**config.mk**
```make
export PLATFORM = sky130hd
export DESIGN_NAME = ddr2_pin_front
export DESIGN_NICKNAME = d
export VERILOG_FILES = /design/src/common/ddr2_pin_pkg.sv /design/src/common/beat_if.sv /design/src/logic/beat_fifo.sv /design/src/logic/ddr2_pin_front.sv
export SDC_FILE = /design/constraint.sdc
export NUM_CORES = 1
export LEC_CHECK = 0
export ABC_CLOCK_PERIOD_IN_PS = 7430
export BUFFER_PORTS_ARGS = -buffer_cell sky130_fd_sc_hd__buf_2
export CAP_MARGIN = 10
export CORE_MARGIN = 2
export CORE_UTILIZATION = 60
export DETAILED_ROUTE_END_ITERATION = 8
export PLACE_DENSITY = 0.89
export SKIP_CTS_REPAIR_TIMING = 1
export SLEW_MARGIN = 20
export SYNTH_ARGS = -nofsm -noshare
export SYNTH_HDL_FRONTEND = slang
export SYNTH_SLANG_ARGS = --single-unit
```
**constraint.sdc**
```tcl
create_clock -name ref_clk -period 7.43 [get_ports ref_clk]
set_clock_uncertainty 0.2 [all_clocks]
set_input_delay 0.3715 -clock ref_clk [delete_from_list [all_inputs] [get_ports ref_clk]]
set_output_delay 0.3715 -clock ref_clk [all_outputs]
set_load 0.01 [all_outputs]
```
**src/common/ddr2_pin_pkg.sv**
```systemverilog
// Shared constants and types for the DDR2 pin front end
package ddr2_pin_pkg;

   // ------------------------------------------------------------
   // Widths and field positions
   // ------------------------------------------------------------
   localparam int ADDR_W       = 14;
   localparam int COL_W        = 10;
   localparam int AP_BIT       = 10;
   localparam int BANK_W       = 3;
   localparam int DATA_W       = 16;
   localparam int BYTE_W       = 8;
   localparam int LANES        = 2;
   localparam int WORD_W       = DATA_W + LANES;
   localparam int FIFO_DEPTH   = 16;
   localparam int CTRL_PINS    = 7;
   localparam int PIN_W        = CTRL_PINS + BANK_W + ADDR_W + 1
                                 + DATA_W + 2 * LANES;
   localparam int EMR_DIFF_BIT = 10;

   // ------------------------------------------------------------
   // Mode register selection and burst size
   // ------------------------------------------------------------
   localparam logic [BANK_W-1:0] BANK_EMR_ONE = 3'h1;
   localparam logic [2:0]        BURST_BEATS  = 3'h4;

   // ------------------------------------------------------------
   // Command codes on row strobe, column strobe, write enable
   // ------------------------------------------------------------
   localparam logic [2:0] CODE_MODE_SET  = 3'h0;
   localparam logic [2:0] CODE_REFRESH   = 3'h1;
   localparam logic [2:0] CODE_PRECHARGE = 3'h2;
   localparam logic [2:0] CODE_ACTIVATE  = 3'h3;
   localparam logic [2:0] CODE_WRITE     = 3'h4;
   localparam logic [2:0] CODE_READ      = 3'h5;
   localparam logic [2:0] CODE_STOP      = 3'h6;

   typedef enum logic [2:0] {
      CMD_NOP,
      CMD_MODE_SET,
      CMD_REFRESH,
      CMD_PRECHARGE,
      CMD_ACTIVATE,
      CMD_WRITE,
      CMD_READ,
      CMD_STOP
   } cmd_t;

endpackage

```
**src/common/beat_if.sv**
```systemverilog
// Valid/ready word channel between front end and write buffer
`timescale 1ns/10ps
`default_nettype none

interface beat_if #(parameter int W = 18);
   logic         valid;
   logic         ready;
   logic [W-1:0] data;
   modport src (output valid, output data, input ready);
   modport snk (input valid, input data, output ready);
endinterface

`default_nettype wire

```
**src/logic/beat_fifo.sv**
```systemverilog
// Parameterised word FIFO with valid/ready on both sides
`timescale 1ns/10ps
`default_nettype none

module beat_fifo #(
   parameter int W     = 18,
   parameter int DEPTH = 16
) (
   input wire logic ref_clk,
   input wire logic nrst,
   beat_if.snk      fill,
   beat_if.src      drain
);
   localparam int AW = $clog2(DEPTH);
   localparam logic [AW:0] FULL_COUNT = (AW+1)'(DEPTH);

   logic [W-1:0] mem [DEPTH];
   logic [AW:0]  wr_ptr;
   logic [AW:0]  rd_ptr;
   logic [AW:0]  count;
   logic         do_push;
   logic         do_pop;

   assign count       = wr_ptr - rd_ptr;
   assign fill.ready  = count != FULL_COUNT;
   assign drain.valid = count != '0;
   assign drain.data  = mem[rd_ptr[AW-1:0]];
   assign do_push     = fill.valid & fill.ready;
   assign do_pop      = drain.valid & drain.ready;

   // ------------------------------------------------------------
   // Storage
   // ------------------------------------------------------------
   always_ff @(posedge ref_clk) begin
      if (do_push) begin
         mem[wr_ptr[AW-1:0]] <= fill.data;
      end
   end

   // ------------------------------------------------------------
   // Pointers
   // ------------------------------------------------------------
   always_ff @(posedge ref_clk or negedge nrst) begin
      if (!nrst) begin
         wr_ptr <= '0;
         rd_ptr <= '0;
      end else begin
         if (do_push) begin
            wr_ptr <= wr_ptr + 1'b1;
         end
         if (do_pop) begin
            rd_ptr <= rd_ptr + 1'b1;
         end
      end
   end

endmodule

`default_nettype wire

```
**src/logic/ddr2_pin_front.sv**
```systemverilog
// DDR2 device pin front end: command decode, strobes, write buffer
`timescale 1ns/10ps
`default_nettype none

// ---------------------------------------------------------------
// Contract
// RL1 - Activate latches all fourteen row address lines
// RL2 - Column on ten low lines, bit ten autoprecharge
// RL3 - Bank select latched with each command
// RL4 - Lower strobe times low byte, upper high
// RL5 - Read strobe edge-aligned; write strobe centred
// RL6 - Complement strobe only in differential mode
// RL7 - Termination follows registered termination control
// RL8 - Deselected chip ignores every command
// RL9 - Command decoded from strobes on one edge
// RL10 - Masked write beats are never stored; code drops only fully masked beats, stores partly masked ones
// RL11 - Write mask sampled on both strobe edges
// RL12 - Control inputs sampled on rising clock crossing
// RL13 - Read data beat on each clock crossing
// RL14 - Clock enable gates internal clocking
// ---------------------------------------------------------------

module ddr2_pin_front
   import ddr2_pin_pkg::*;
(
   input  wire logic                ref_clk,
   input  wire logic                nrst,
   input  wire logic                mem_clk,
   input  wire logic                mem_clk_n,
   input  wire logic                clock_enable,
   input  wire logic                chip_select_n,
   input  wire logic                row_strobe_n,
   input  wire logic                col_strobe_n,
   input  wire logic                write_enable_n,
   input  wire logic [BANK_W-1:0]   bank_select,
   input  wire logic [ADDR_W-1:0]   address_lines,
   input  wire logic                termination_control,
   input  wire logic [DATA_W-1:0]   data_lines_in,
   output logic      [DATA_W-1:0]   data_lines_out,
   output logic                     data_lines_oe_n,
   input  wire logic                lower_byte_strobe_in,
   output logic                     lower_byte_strobe_out,
   output logic                     lower_byte_strobe_oe_n,
   input  wire logic                lower_byte_strobe_n_in,
   output logic                     lower_byte_strobe_n_out,
   output logic                     lower_byte_strobe_n_oe_n,
   input  wire logic                upper_byte_strobe_in,
   output logic                     upper_byte_strobe_out,
   output logic                     upper_byte_strobe_oe_n,
   input  wire logic                upper_byte_strobe_n_in,
   output logic                     upper_byte_strobe_n_out,
   output logic                     upper_byte_strobe_n_oe_n,
   input  wire logic                lower_write_mask,
   input  wire logic                upper_write_mask,
   output logic                     termination_on,
   output logic                     clocking_active,
   output logic                     diff_strobe,
   output logic                     cmd_valid,
   output var cmd_t                 cmd_code,
   output logic      [BANK_W-1:0]   cmd_bank,
   output logic      [ADDR_W-1:0]   cmd_row,
   output logic      [COL_W-1:0]    cmd_col,
   output logic                     cmd_auto_precharge,
   input  wire logic                rd_valid,
   input  wire logic [DATA_W-1:0]   rd_data,
   output logic                     rd_ready,
   output logic                     wr_valid,
   input  wire logic                wr_ready,
   output logic      [DATA_W-1:0]   wr_data,
   output logic      [LANES-1:0]    wr_keep,
   output logic                     write_overflow,
   input  wire logic                write_overflow_clear
);

   // ------------------------------------------------------------
   // Declarations
   // ------------------------------------------------------------
   logic [PIN_W-1:0]  pin_meta;
   logic [PIN_W-1:0]  pin_s2;
   logic              clk_s;
   logic              clk_n_s;
   logic              cke_s;
   logic              cs_n_s;
   logic              ras_n_s;
   logic              cas_n_s;
   logic              we_n_s;
   logic [BANK_W-1:0] bank_s;
   logic [ADDR_W-1:0] addr_s;
   logic              term_s;
   logic [DATA_W-1:0] data_s;
   logic [LANES-1:0]  strobe_s;
   logic [LANES-1:0]  mask_s;
   logic              clk_prev;
   logic [LANES-1:0]  strobe_prev;
   logic              clk_rise;
   logic              clk_edge;
   logic [LANES-1:0]  strobe_edge;
   logic              cmd_take;
   cmd_t              next_code;
   logic [2:0]        wr_left;
   logic [LANES-1:0]  lane_got;
   logic [DATA_W-1:0] lane_data;
   logic [LANES-1:0]  lane_mask;
   logic [LANES-1:0]  next_got;
   logic [DATA_W-1:0] next_data;
   logic [LANES-1:0]  next_mask;
   logic              beat_done;
   logic [2:0]        rd_left;
   logic              read_strobe;

   beat_if #(.W(WORD_W)) push_if ();
   beat_if #(.W(WORD_W)) pop_if ();

   // ------------------------------------------------------------
   // Pin synchroniser
   // ------------------------------------------------------------
   always_ff @(posedge ref_clk or negedge nrst) begin
      if (!nrst) begin
         pin_meta <= '0;
         pin_s2   <= '0;
      end else begin
         pin_meta <= {mem_clk, mem_clk_n, clock_enable, chip_select_n,
                      row_strobe_n, col_strobe_n, write_enable_n,
                      bank_select, address_lines, termination_control,
                      data_lines_in, upper_byte_strobe_in,
                      lower_byte_strobe_in, upper_write_mask,
                      lower_write_mask};
         pin_s2   <= pin_meta;
      end
   end

   assign {clk_s, clk_n_s, cke_s, cs_n_s, ras_n_s, cas_n_s, we_n_s,
           bank_s, addr_s, term_s, data_s, strobe_s, mask_s} = pin_s2;

   // ------------------------------------------------------------
   // Edge detection on link clock and strobes
   // ------------------------------------------------------------
   always_ff @(posedge ref_clk or negedge nrst) begin
      if (!nrst) begin
         clk_prev    <= 1'b0;
         strobe_prev <= '0;
      end else begin
         clk_prev    <= clk_s;
         strobe_prev <= strobe_s;
      end
   end

   // True clock rising while complement is low
   assign clk_rise    = clk_s & ~clk_prev & ~clk_n_s; // RL12
   assign clk_edge    = clk_s ^ clk_prev; // RL13
   assign strobe_edge = (strobe_s ^ strobe_prev)
                        & {LANES{data_lines_oe_n}}; // RL11

   // ------------------------------------------------------------
   // Command decode
   // ------------------------------------------------------------
   always_comb begin
      case ({ras_n_s, cas_n_s, we_n_s}) // RL9
         CODE_MODE_SET:  next_code = CMD_MODE_SET;
         CODE_REFRESH:   next_code = CMD_REFRESH;
         CODE_PRECHARGE: next_code = CMD_PRECHARGE;
         CODE_ACTIVATE:  next_code = CMD_ACTIVATE;
         CODE_WRITE:     next_code = CMD_WRITE;
         CODE_READ:      next_code = CMD_READ;
         CODE_STOP:      next_code = CMD_STOP;
         default:        next_code = CMD_NOP;
      endcase
   end

   // Deselect or stopped clocking masks the command
   assign cmd_take = clk_rise & cke_s & clocking_active & ~cs_n_s; // RL8

   // ------------------------------------------------------------
   // Clock enable and termination
   // ------------------------------------------------------------
   always_ff @(posedge ref_clk or negedge nrst) begin
      if (!nrst) begin
         clocking_active <= 1'b0;
         termination_on  <= 1'b0;
      end else if (clk_rise) begin
         clocking_active <= cke_s; // RL14
         termination_on  <= term_s; // RL7
      end
   end

   // ------------------------------------------------------------
   // Command register
   // ------------------------------------------------------------
   always_ff @(posedge ref_clk or negedge nrst) begin
      if (!nrst) begin
         cmd_valid          <= 1'b0;
         cmd_code           <= CMD_NOP;
         cmd_bank           <= '0;
         cmd_row            <= '0;
         cmd_col            <= '0;
         cmd_auto_precharge <= 1'b0;
      end else begin
         cmd_valid <= cmd_take && next_code != CMD_NOP;
         if (cmd_take) begin
            cmd_code <= next_code; // RL9
            cmd_bank <= bank_s; // RL3
            if (next_code == CMD_ACTIVATE) begin
               cmd_row <= addr_s; // RL1
            end
            if (next_code == CMD_READ || next_code == CMD_WRITE) begin
               cmd_col            <= addr_s[COL_W-1:0]; // RL2
               cmd_auto_precharge <= addr_s[AP_BIT]; // RL2
            end
         end
      end
   end

   // ------------------------------------------------------------
   // Strobe mode from first extended mode register
   // ------------------------------------------------------------
   always_ff @(posedge ref_clk or negedge nrst) begin
      if (!nrst) begin
         diff_strobe <= 1'b0;
      end else if (cmd_take && next_code == CMD_MODE_SET
                   && bank_s == BANK_EMR_ONE) begin
         // Bit set disables the complementary strobe
         diff_strobe <= ~addr_s[EMR_DIFF_BIT]; // RL6
      end
   end

   // ------------------------------------------------------------
   // Write capture, one byte lane per strobe
   // ------------------------------------------------------------
   always_comb begin
      next_got  = lane_got;
      next_data = lane_data;
      next_mask = lane_mask;
      for (int i = 0; i < LANES; i++) begin
         if (strobe_edge[i]) begin
            next_got[i]                   = 1'b1;
            next_data[i*BYTE_W +: BYTE_W] = data_s[i*BYTE_W +: BYTE_W];
            next_mask[i]                  = mask_s[i]; // RL11
         end
      end
   end

   assign beat_done = !(cmd_take && next_code == CMD_WRITE)
                      && wr_left != '0 && &next_got;

   always_ff @(posedge ref_clk or negedge nrst) begin
      if (!nrst) begin
         wr_left      <= '0;
         lane_got     <= '0;
         lane_data    <= '0;
         lane_mask    <= '0;
         push_if.valid <= 1'b0;
         push_if.data  <= '0;
      end else begin
         push_if.valid <= 1'b0;
         if (cmd_take && next_code == CMD_WRITE) begin
            wr_left  <= BURST_BEATS;
            lane_got <= '0;
         end else if (wr_left != '0) begin
            lane_data <= next_data; // RL4
            lane_mask <= next_mask;
            if (beat_done) begin
               lane_got <= '0;
               wr_left  <= wr_left - 3'h1;
               // Fully masked beat never reaches the buffer
               if (!(&next_mask)) begin // RL10
                  push_if.valid <= push_if.ready;
                  push_if.data  <= {~next_mask, next_data};
               end
            end else begin
               lane_got <= next_got;
            end
         end
      end
   end

   // Lost beat when the buffer was full; set beats clear
   always_ff @(posedge ref_clk or negedge nrst) begin
      if (!nrst) begin
         write_overflow <= 1'b0;
      end else if (beat_done && !(&next_mask) && !push_if.ready) begin
         write_overflow <= 1'b1;
      end else if (write_overflow_clear) begin
         write_overflow <= 1'b0;
      end
   end

   beat_fifo #(
      .W     (WORD_W),
      .DEPTH (FIFO_DEPTH)
   ) u_write_buf (
      .ref_clk (ref_clk),
      .nrst    (nrst),
      .fill    (push_if.snk),
      .drain   (pop_if.src)
   );

   assign pop_if.ready = wr_ready;
   assign wr_valid     = pop_if.valid;
   assign wr_data      = pop_if.data[DATA_W-1:0];
   assign wr_keep      = pop_if.data[WORD_W-1:DATA_W];

   // ------------------------------------------------------------
   // Read drive, one beat per clock crossing
   // ------------------------------------------------------------
   assign rd_ready = clk_edge && rd_left != '0
                     && !(cmd_take && next_code == CMD_READ);

   always_ff @(posedge ref_clk or negedge nrst) begin
      if (!nrst) begin
         rd_left         <= '0;
         data_lines_out  <= '0;
         data_lines_oe_n <= 1'b1;
         read_strobe     <= 1'b0;
      end else if (cmd_take && next_code == CMD_READ) begin
         rd_left <= BURST_BEATS;
      end else if (clk_edge) begin
         if (rd_left != '0 && rd_valid) begin
            data_lines_out  <= rd_data; // RL13
            data_lines_oe_n <= 1'b0;
            read_strobe     <= ~read_strobe; // RL5
            rd_left         <= rd_left - 3'h1;
         end else if (rd_left == '0) begin
            data_lines_oe_n <= 1'b1;
            read_strobe     <= 1'b0;
         end
      end
   end

   // Both lanes share one edge-aligned strobe on reads
   assign lower_byte_strobe_out    = read_strobe; // RL4
   assign lower_byte_strobe_oe_n   = data_lines_oe_n;
   assign upper_byte_strobe_out    = read_strobe;
   assign upper_byte_strobe_oe_n   = data_lines_oe_n;
   assign lower_byte_strobe_n_out  = ~read_strobe;
   assign lower_byte_strobe_n_oe_n = data_lines_oe_n | ~diff_strobe; // RL6
   assign upper_byte_strobe_n_out  = ~read_strobe;
   assign upper_byte_strobe_n_oe_n = data_lines_oe_n | ~diff_strobe; // RL6
endmodule

`default_nettype wire

```
-- After elaboration in Yosys (flattened, before gate mapping)
Memories as Yosys holds them, arrays and structs flattened.
Index checks and enable logic that the tools add are counted.
- shift-type cells: 0
- mux-type cells: 28
- reduce and logical (&&, ||, !) cells: 39
- $add $sub $neg: 5
- bitwise logic cells: 21
- div/mod/pow operators: 0
- equality and inequality tests: 12
- order comparisons: 0
- multiply operators: 0
- operators with widths (operator ; count):
    case mux 3 bit (7 select lines) ; 1
    == test 3 bit, second input constant ; 6
    two-way mux 3 bit ; 6
    two-way mux 1 bit ; 16
    two-way mux 8 bit ; 2
    AND reduction 2 bit ; 7
    logical AND 1 bit ; 12
    nonzero test 2 bit ; 6
    adder 5 x 1 -> 5 bit, second input constant ; 2
    == test 3 x 1 -> 1 bit, second input constant ; 3
    NOT 1 bit ; 9
    nonzero test 3 bit ; 3
    bitwise AND 1 bit ; 7
    == test 3 x 2 -> 1 bit, second input constant ; 2
    zero test 3 bit ; 2
    two-way mux 2 bit ; 3
    AND reduction 3 bit ; 2
    subtractor 3 x 1 -> 3 bit, second input constant ; 2
    != test 5 bit, second input constant ; 1
    nonzero test 5 bit ; 1
    subtractor 5 bit ; 1
    zero test 1 bit ; 4
    AND reduction 4 bit ; 1
    bitwise AND 2 bit ; 1
    other kinds (5) ; 5
- bits in registers: 202
- ROM bits: 0
- bits in latches: 0
- RAM bits: 288
- output and inout bits: 81
- memories kept: 1
- word-level logic and storage cells: 132
- bits of input ports: 68
- memories (name ; depth ; width ; read ports ; clocked after memory_dff ; wr ports ; RTL line ; text):
    u_write_buf.mem ; 16 ; 18 ; 1 ; 0 ; 1 ; beat_fifo.sv:17 ; logic [W-1:0] mem [DEPTH];

-- Depth between registers and ports, before layout
Gate-level depths: netlist of the first run.
- depth in word-level cells: 13
- mapped depth: 10
- depth with buffers taken out: 7

-- Modules after synthesis
A second synthesis of the first run with hierarchy kept.
- cells, all modules: 975
- area total of the unflattened synthesis: 18377.6 µm²
- by module, submodules not included (module ; cells an instance ; area each (µm²) ; seq. area each (µm²) ; times used):
    beat_fifo ; 585 ; 11791.3 ; 8898.5 ; 1
    ddr2_pin_front ; 390 ; 6586.3 ; 4805.9 ; 1

-- Least setup slack after synthesis of the first run
No wires, ideal clock.
- kind: reg2reg
- from: reg u_write_buf.rd_ptr[2]
- to: mem u_write_buf.mem[3][0], enable pin
- clock period less this slack: 4.314 ns
- arrival: 3.698 ns
- stages on the path, launching flop included: 11
- data required time: 6.814 ns
- buffers on the path: 3
- library setup time: 0.416 ns
- setup slack: 3.116 ns
- cell sequence: dfrtp_1 -> buf_2 -> buf_1 -> inv_1 -> clkbuf_1 -> ha_1 -> and3b_1 -> o211a_1 -> o2111ai_4 -> nand3_1 -> nor3_1
- cells in the longest elaborated chain, start to end: 5
- RTL lines (what ; RTL line ; text):
    from (decl) ; beat_fifo.sv:19 ; logic [AW:0] rd_ptr;
    from (signal assigned) ; beat_fifo.sv:52 ; rd_ptr <= rd_ptr + 1'b1;
    subtractor 5 bit ; beat_fifo.sv:24 ; assign count = wr_ptr - rd_ptr;
    != test 5 bit ; beat_fifo.sv:25 ; assign fill.ready = count != FULL_COUNT;
    bitwise AND 1 bit ; beat_fifo.sv:28 ; assign do_push = fill.valid & fill.ready;
    two-way mux 1 bit ; beat_fifo.sv:35 ; if (do_push) begin
    two-way mux 1 bit (implied by the code) ; beat_fifo.sv:36 ; mem[wr_ptr[AW-1:0]] <= fill.data;
    to (decl) ; beat_fifo.sv:17 ;
No other way between the ends.

-- Worst setup path after layout of the first run
- from: reg u_write_buf.rd_ptr[3]
- to: mem u_write_buf.mem[15][8], enable pin
The elaborated chain is that of the path after synthesis.

==> results of run 1 <==
flip-flops by register name, summed over array words and instances (netlist names), 2 cells and up:
name	flops
cmd_col	10
pin_meta	45
u_write_buf.wr_ptr	5
rd_left	3
cmd_code	3
u_write_buf.mem	288
pin_s2	45
lane_data	16
cmd_bank	3
push_if.data	18
wr_left	3
strobe_prev	2
u_write_buf.rd_ptr	5
cmd_row	14
lane_got	2
lane_mask	2
data_lines_out	16
per-layer routing:
| metal | GRT usage | vias to the layer above |
|---|---|---|
| met5 | 0 | - |
| met4 | 0.08299 | 0 |
| met3 | 0.04753 | 95 |
| met2 | 0.4083 | 497 |
| met1 | 0.3215 | 5094 |
| li1 | - | 4164 |
synth_stat cells, types with 2 or more instances:
master    instances  share of area
nor2b_1           2        0.00068
mux2i_1           3         0.0016
xor2_1            4         0.0019
buf_1             3        0.00062
nor2_1           22         0.0045
nand4_1           2        0.00068
nand2_1          90          0.018
nand2b_1          6         0.0021
a31oi_1          19         0.0065
a21oi_1           8         0.0022
nor3_1            5         0.0014
nor3_2            2         0.0011
ha_1             14         0.0096
nor4_1            2        0.00068
o22ai_1           2        0.00068
and3_1           20         0.0068
or3_1             2        0.00068
clkbuf_1         22         0.0045
nand3_1           7         0.0019
mux2_2           89          0.055
mux2_4            9         0.0074
buf_4             8         0.0033
dfrtp_1         201           0.27
buf_2            11         0.0030
inv_1            18         0.0037
o21ai_0           5         0.0014
mux4_2           72          0.089
edfxtp_1        288           0.47
xnor2_1          12         0.0057
logic make-up after synthesis:
group | after synthesis | synth area share
compound gates | 45 | 0.01792
xor+xnor | 17 | 0.008892
fa+ha+maj | 14 | 0.009577
buf+inv | 65 | 0.01703
flops | 490 | 0.7492
mux | 173 | 0.1525
simple gates | 170 | 0.04487
layout by cell type, fill, tap and decap left out, types with 10 or more instances in the layout:
cell type / n
dlygate4sd3_1: 65
and3_1: 20
xnor2_1: 12
clkinv_2: 11
clkbuf_1: 11
dfrtp_1: 198
nand2_1: 90
edfxtp_1: 288
clkinv_1: 10
mux2_2: 89
clkbuf_16: 47
a31oi_1: 19
inv_1: 18
ha_1: 14
nor2_1: 22
buf_2: 145
buf_4: 21
mux4_2: 72
through the flow:
stage	area, um^2	total power, W
global route	21570	0.008246
finish	21570	0.007912
detailed placement	19480	0.005623
floorplan	18290	0.004971
global placement	19470	0.005524
CTS	20910	0.007892
worst max-delay path, cell delays in order (launching register included):
cell and delay, ns:
dfrtp_1 0.93, inv_1 0.60, ha_1 0.39, xnor3_1 0.35, and4_1 0.24, o2111ai_4 0.31, nand4_1 0.20, inv_1 0.71
final timing paths:
kind	from	endpoint	slack (ns)	depth (start not counted)
max in group asynchronous	nrst	cmd_row[13]$_DFFE_PN0P_	5.22	3
max	u_write_buf.rd_ptr[3]$_DFFE_PN0P_	u_write_buf.mem[15][8]$_DFFE_PP_	3.09	7
min in group asynchronous	nrst	clocking_active$_DFFE_PN0N_	0.30	2
max reg2reg	u_write_buf.rd_ptr[3]$_DFFE_PN0P_	u_write_buf.mem[15][8]$_DFFE_PP_	3.09	7
min reg2reg	pin_meta[35]$_DFF_PN0_	pin_s2[35]$_DFF_PN0_	0.15	0
min	pin_meta[35]$_DFF_PN0_	pin_s2[35]$_DFF_PN0_	0.15	0
power groups by stage:
stage	Combinational [W]	Clock (W)	Sequential, W
3_3_place_gp	0.00186	0	0.00367
6_report	0.00198	0.00224	0.00368
2_1_floorplan	0.00140	0	0.00357
4_1_cts	0.00196	0.00226	0.00367
5_1_grt	0.00214	0.00238	0.00372
3_5_place_dp	0.00191	0	0.00371
area by class of cell:
| type | count | area [um^2] | area share |
|---|---|---|---|
| clock inverter | 25 | 175.2 | 0.008122 |
| multi-input combinational | 419 | 4303 | 0.1995 |
| tap | 390 | 488.0 | 0.02263 |
| timing repair buffer | 233 | 1560 | 0.07234 |
| sequential | 490 | 13710 | 0.6357 |
| inverter | 19 | 71.32 | 0.003307 |
| clock buffer | 61 | 1259 | 0.05836 |
==> run metrics, run 1 <==
crit end category=flop; fin. max-slew vios=0; Worst-Skew Late Latency=roughly 0.55 ns; Reg power frac=0.466; Critical Path AT=about 4.3 ns; VDD IR-drop max=around 0.28 mV; clk sink count=between 400 and 500; dpl ws=between 3 and 4 ns; WL met2=roughly 21000 um; Post-synth EDFFs=between 200 and 300; Metal-1 WL=between 15000 and 20000 um; Hold Crit Class=reg -> reg; H-tree levels=2; Startpoint Class=flop; Slew @ Worst Pin=~1.1 ns; fin util=0.7238; # rows=between 60 and 70; CP required=roughly 7.4 ns; status=complete, no violations; gr ovfl total=0; number of detailed-route iterations in the first pass=7; Clk pwr share=0.284; Mapped Cells=a little under 1000; first-pass GRT wire length=57620 um; WL final=39830 um; drc violations=0; Clock Root Buffer=clkbuf_16; #FFs+latches synth=490; port bufs=between 100 and 150; Max Fanout on Critical Path=20; Post-synth ARST share=0.4122; RD Place Congestion=around 0.75; fin crit share=0.5843; Via Count=9850; average wire per standard cell=between 20 and 25 um; RSZ-0062 raised after global routing=false; largest net degree at the start of global routing=~130; Antenna diodes=0; CTS tree=done; Final Non-Filler Cells=roughly 1600; placed cell count=roughly 1500; Global Route Usage Sum=0.2426; CORE AREA=between 20000 and 30000 um^2; Die ar.=between 30000 and 40000 um^2; I/O pin count=around 150; fin crit period=~4.3 ns; via/cell ratio=roughly 6; setup TNS=0 ns; syn avg cell area=18.78 um^2; worst setup path class=reg -> reg; Slew HR=0.2889; final setup margin=~3.1 ns; final setup fails=0; Top FF cell, synth=edfxtp_1; Internal=between 0.005 and 0.006 W; Pwr Density=around 370 nW/um^2; Net Sw Power=0.002383 W; Net Count, Synth=1056; Starting Density=0.6139; f_max=0.2303 GHz; YS warnings=0; detailed placement HPWL=between 20000 and 25000 um; fillers=about 1700; max_cap viols=0; Area growth, synth to finish=17.91%; initial antenna violation count=0; Post-DRT Antenna Nets=0; sequential share of the synthesized area=0.7492; drt initial violations=between 800 and 900; Comb pwr share=0.251; vias in the first global route=around 10000; Leakage=between 8 and 9 nW; Final Hold Vio Count=0; Die Width=around 180 um; met3 WL post-DR=around 3000 um; layout cells sized above 1=0.3400; die height=178.6 um; final net count=1292; switching part of the total=0.3012; Worst-path clk slew=0.06 ns; count of cell types in the netlist=55; mapped cell area=around 18000 um^2; Longest Clk Path Bufs=3; CTS buffer count=47; worst hold slack=around 0.15 ns; max layer used=met4
No activity file was read; power rests on OpenSTA's default activity.
==> inputs of run 2 (changes only) <==
- ABC_CLOCK_PERIOD_IN_PS: 7430 -> 3700
- CORE_UTILIZATION: 60 -> 53
- PLACE_DENSITY: 0.89 -> 0.84
- clock period: 7.43 -> 3.7 ns (I/O delays scaled with it)
==> run metrics, run 2 (synthesis gave the netlist of run 1 again) <==
status=complete, no violations; CTS tree=done; worst setup path class=reg -> out; initial antenna violation count=0 (unchanged); fillers=2255 (+35%); CP required=3.31 ns (-4.08 ns); cells along the critical path=buf_4, mux4_2, nand2_1, and3_1, a31oi_1, buf_2; Clock Root Buffer=clkbuf_16; fin. max-slew vios=0 (unchanged); average wire per standard cell=22.71 um (-6.7%); Slew HR=0.4758 (+0.1869); max FFs per register=288 (unchanged); cells on worst reg2reg path=7 (unchanged); layout cells sized above 1=0.3521 (+0.01204); RR Startpoint=u_write_buf.wr_ptr[2]$_DFFE_PN0P_; number of detailed-route iterations in the first pass=5 (-2); largest net degree at the start of global routing=90 (-32%); Worst-path clk slew=0.06 ns (about the same); CORE AREA=34290 um^2 (+15%); gr ovfl total=0 (unchanged); Max Fanout on Critical Path=56 (+180%); final setup fails=0 (unchanged); Worst-Skew Late Latency=0.56 ns (about the same); Reg area=13710 um^2 (unchanged); crit path launch=u_write_buf.rd_ptr[2]$_DFFE_PN0P_; drt initial violations=749 (-14%); Leakage=8.710 nW (+1.4%); final net count=1308 (+1.2%); commonest non-fill, non-tap cell in the layout=edfxtp_1; most frequent cells in the layout=288 x edfxtp_1, 198 x dfrtp_1, 145 x buf_2; crit path buf inv count=2 (unchanged); Antenna diodes=0 (unchanged); vias in the first global route=9940 (-1.2%); RD Place Congestion=0.7519 (+0.13%); Die Width=189.8 um (+6.3%); Hold Crit Class=in -> async; Design Area, Final=21880 um^2 (+1.5%); drc violations=0 (unchanged); Final Non-Filler Cells=1719 (+5.0%); Multi-input gate area=4303 um^2 (unchanged); Slew @ Worst Pin=0.7863 ns (-0.2804 ns); Post-DRT Antenna Nets=0 (unchanged); Longest Clk Path Bufs=3 (unchanged); CTS buffer count=48 (+2.1%); clk sink count=490 (unchanged); Critical Path AT=2.87 ns (-1.43 ns); port bufs=146 (unchanged); Global Route Usage Sum=0.2112 (-0.03145); Startpoint Class=flop; H-tree levels=2 (unchanged); slowest CP cell=buf_4; Area growth, synth to finish=19.65%; slowest stage delay, CP=0.62 ns (-0.31 ns); crit end category=output port; Die ar.=36010 um^2 (+13%); Levels on crit path=6 (-1); Final Hold Vio Count=0 (unchanged); worst hold slack=0.03458 ns (-0.1117 ns); via/cell ratio=5.632 (-6.4%); # rows=68 (+7.9%); WL final=39050 um (-2.0%); placed cell count=1566 (+5.4%); Pwr Density=731.9 nW/um^2 (+99%); Via Count=9682 (-1.7%); fin crit period=about 3.3 ns; detailed placement HPWL=22110 um (+1.0%); max_cap viols=0 (unchanged); first-pass GRT wire length=57420 um (-0.35%); I/O pin count=149 (unchanged); CP delay by family, top=buffers and inverters; fin crit share=0.8789; Post-DP Area=19700 um^2 (+1.1%); Starting Density=0.5335 (-0.08042); RSZ-0062 raised after global routing=false; VDD IR-drop max=0.5063 mV (+80%); f_max=0.3075 GHz; die height=189.8 um (+6.3%)
-- run 2: changes by cell type in the layout (fill, tap and decap cells not counted), sizes merged --
cell / before / now
clkinvlp: 0 / 1
clkinv: 21 / 24
bufinv: 2 / 3
buf: 168 / 182
inv: 21 / 19
-- run 2: report_power, final --
part	switching (W)	total (W)	leakage, nW	internal (W)
registers	0.000623	0.00727	5.14	0.00665
clock network	0.00202	0.00471	0.755	0.00269
logic	0.00210	0.00404	2.82	0.00194
-- run 2: final timing paths --
| path | to | slack (ns) |
|---|---|---|
| setup / recovery | wr_data[11] | 0.45 |
| hold / removal | pin_meta[21]$_DFF_PN0_ | 0.03 |
| setup reg to reg | u_write_buf.mem[1][2]$_DFFE_PP_ | 0.65 |
| hold reg to reg | pin_s2[5]$_DFF_PN0_ | 0.15 |
| max in group asynchronous | lane_data[1]$_DFFE_PN0P_ | 2.24 |
| min in group ref_clk | pin_meta[27]$_DFF_PN0_ | 0.07 |
-- run 2: area by class of cell --
| class | instances | area share |
|---|---|---|
| inverter | 19 | 0.003259 |
| clock buffer | 60 | 0.05883 |
| tap | 455 | 0.02601 |
| sequential | 490 | 0.6265 |
| clock inverter | 28 | 0.01143 |
| multi-input combinational | 419 | 0.1966 |
| timing repair buffer | 248 | 0.07735 |
-- run 2: per-stage QoR --
stage	utilization	power (W)	worst slack, ns	TNS [ns]
final	0.6383	0.01602	0.4480	0
after global routing	0.6383	0.01677	0.3813	0
after CTS	0.6193	0.01606	0.4145	0
after detailed placement	0.5744	0.01132	0.6976	0
after global placement	0.5744	0.01115	0.7679	0
after floorplan	-	0.009984	-0.1396	-23.40
-- run 2: layer usage --
layer | routed length, um | track usage | vias up
met5 | 0 | 0 | -
met4 | 1087 | 0.06589 | 0
met3 | 3009 | 0.05571 | 76
met2 | 20230 | 0.3622 | 436
met1 | 14720 | 0.2653 | 4976
li1 | - | - | 4194
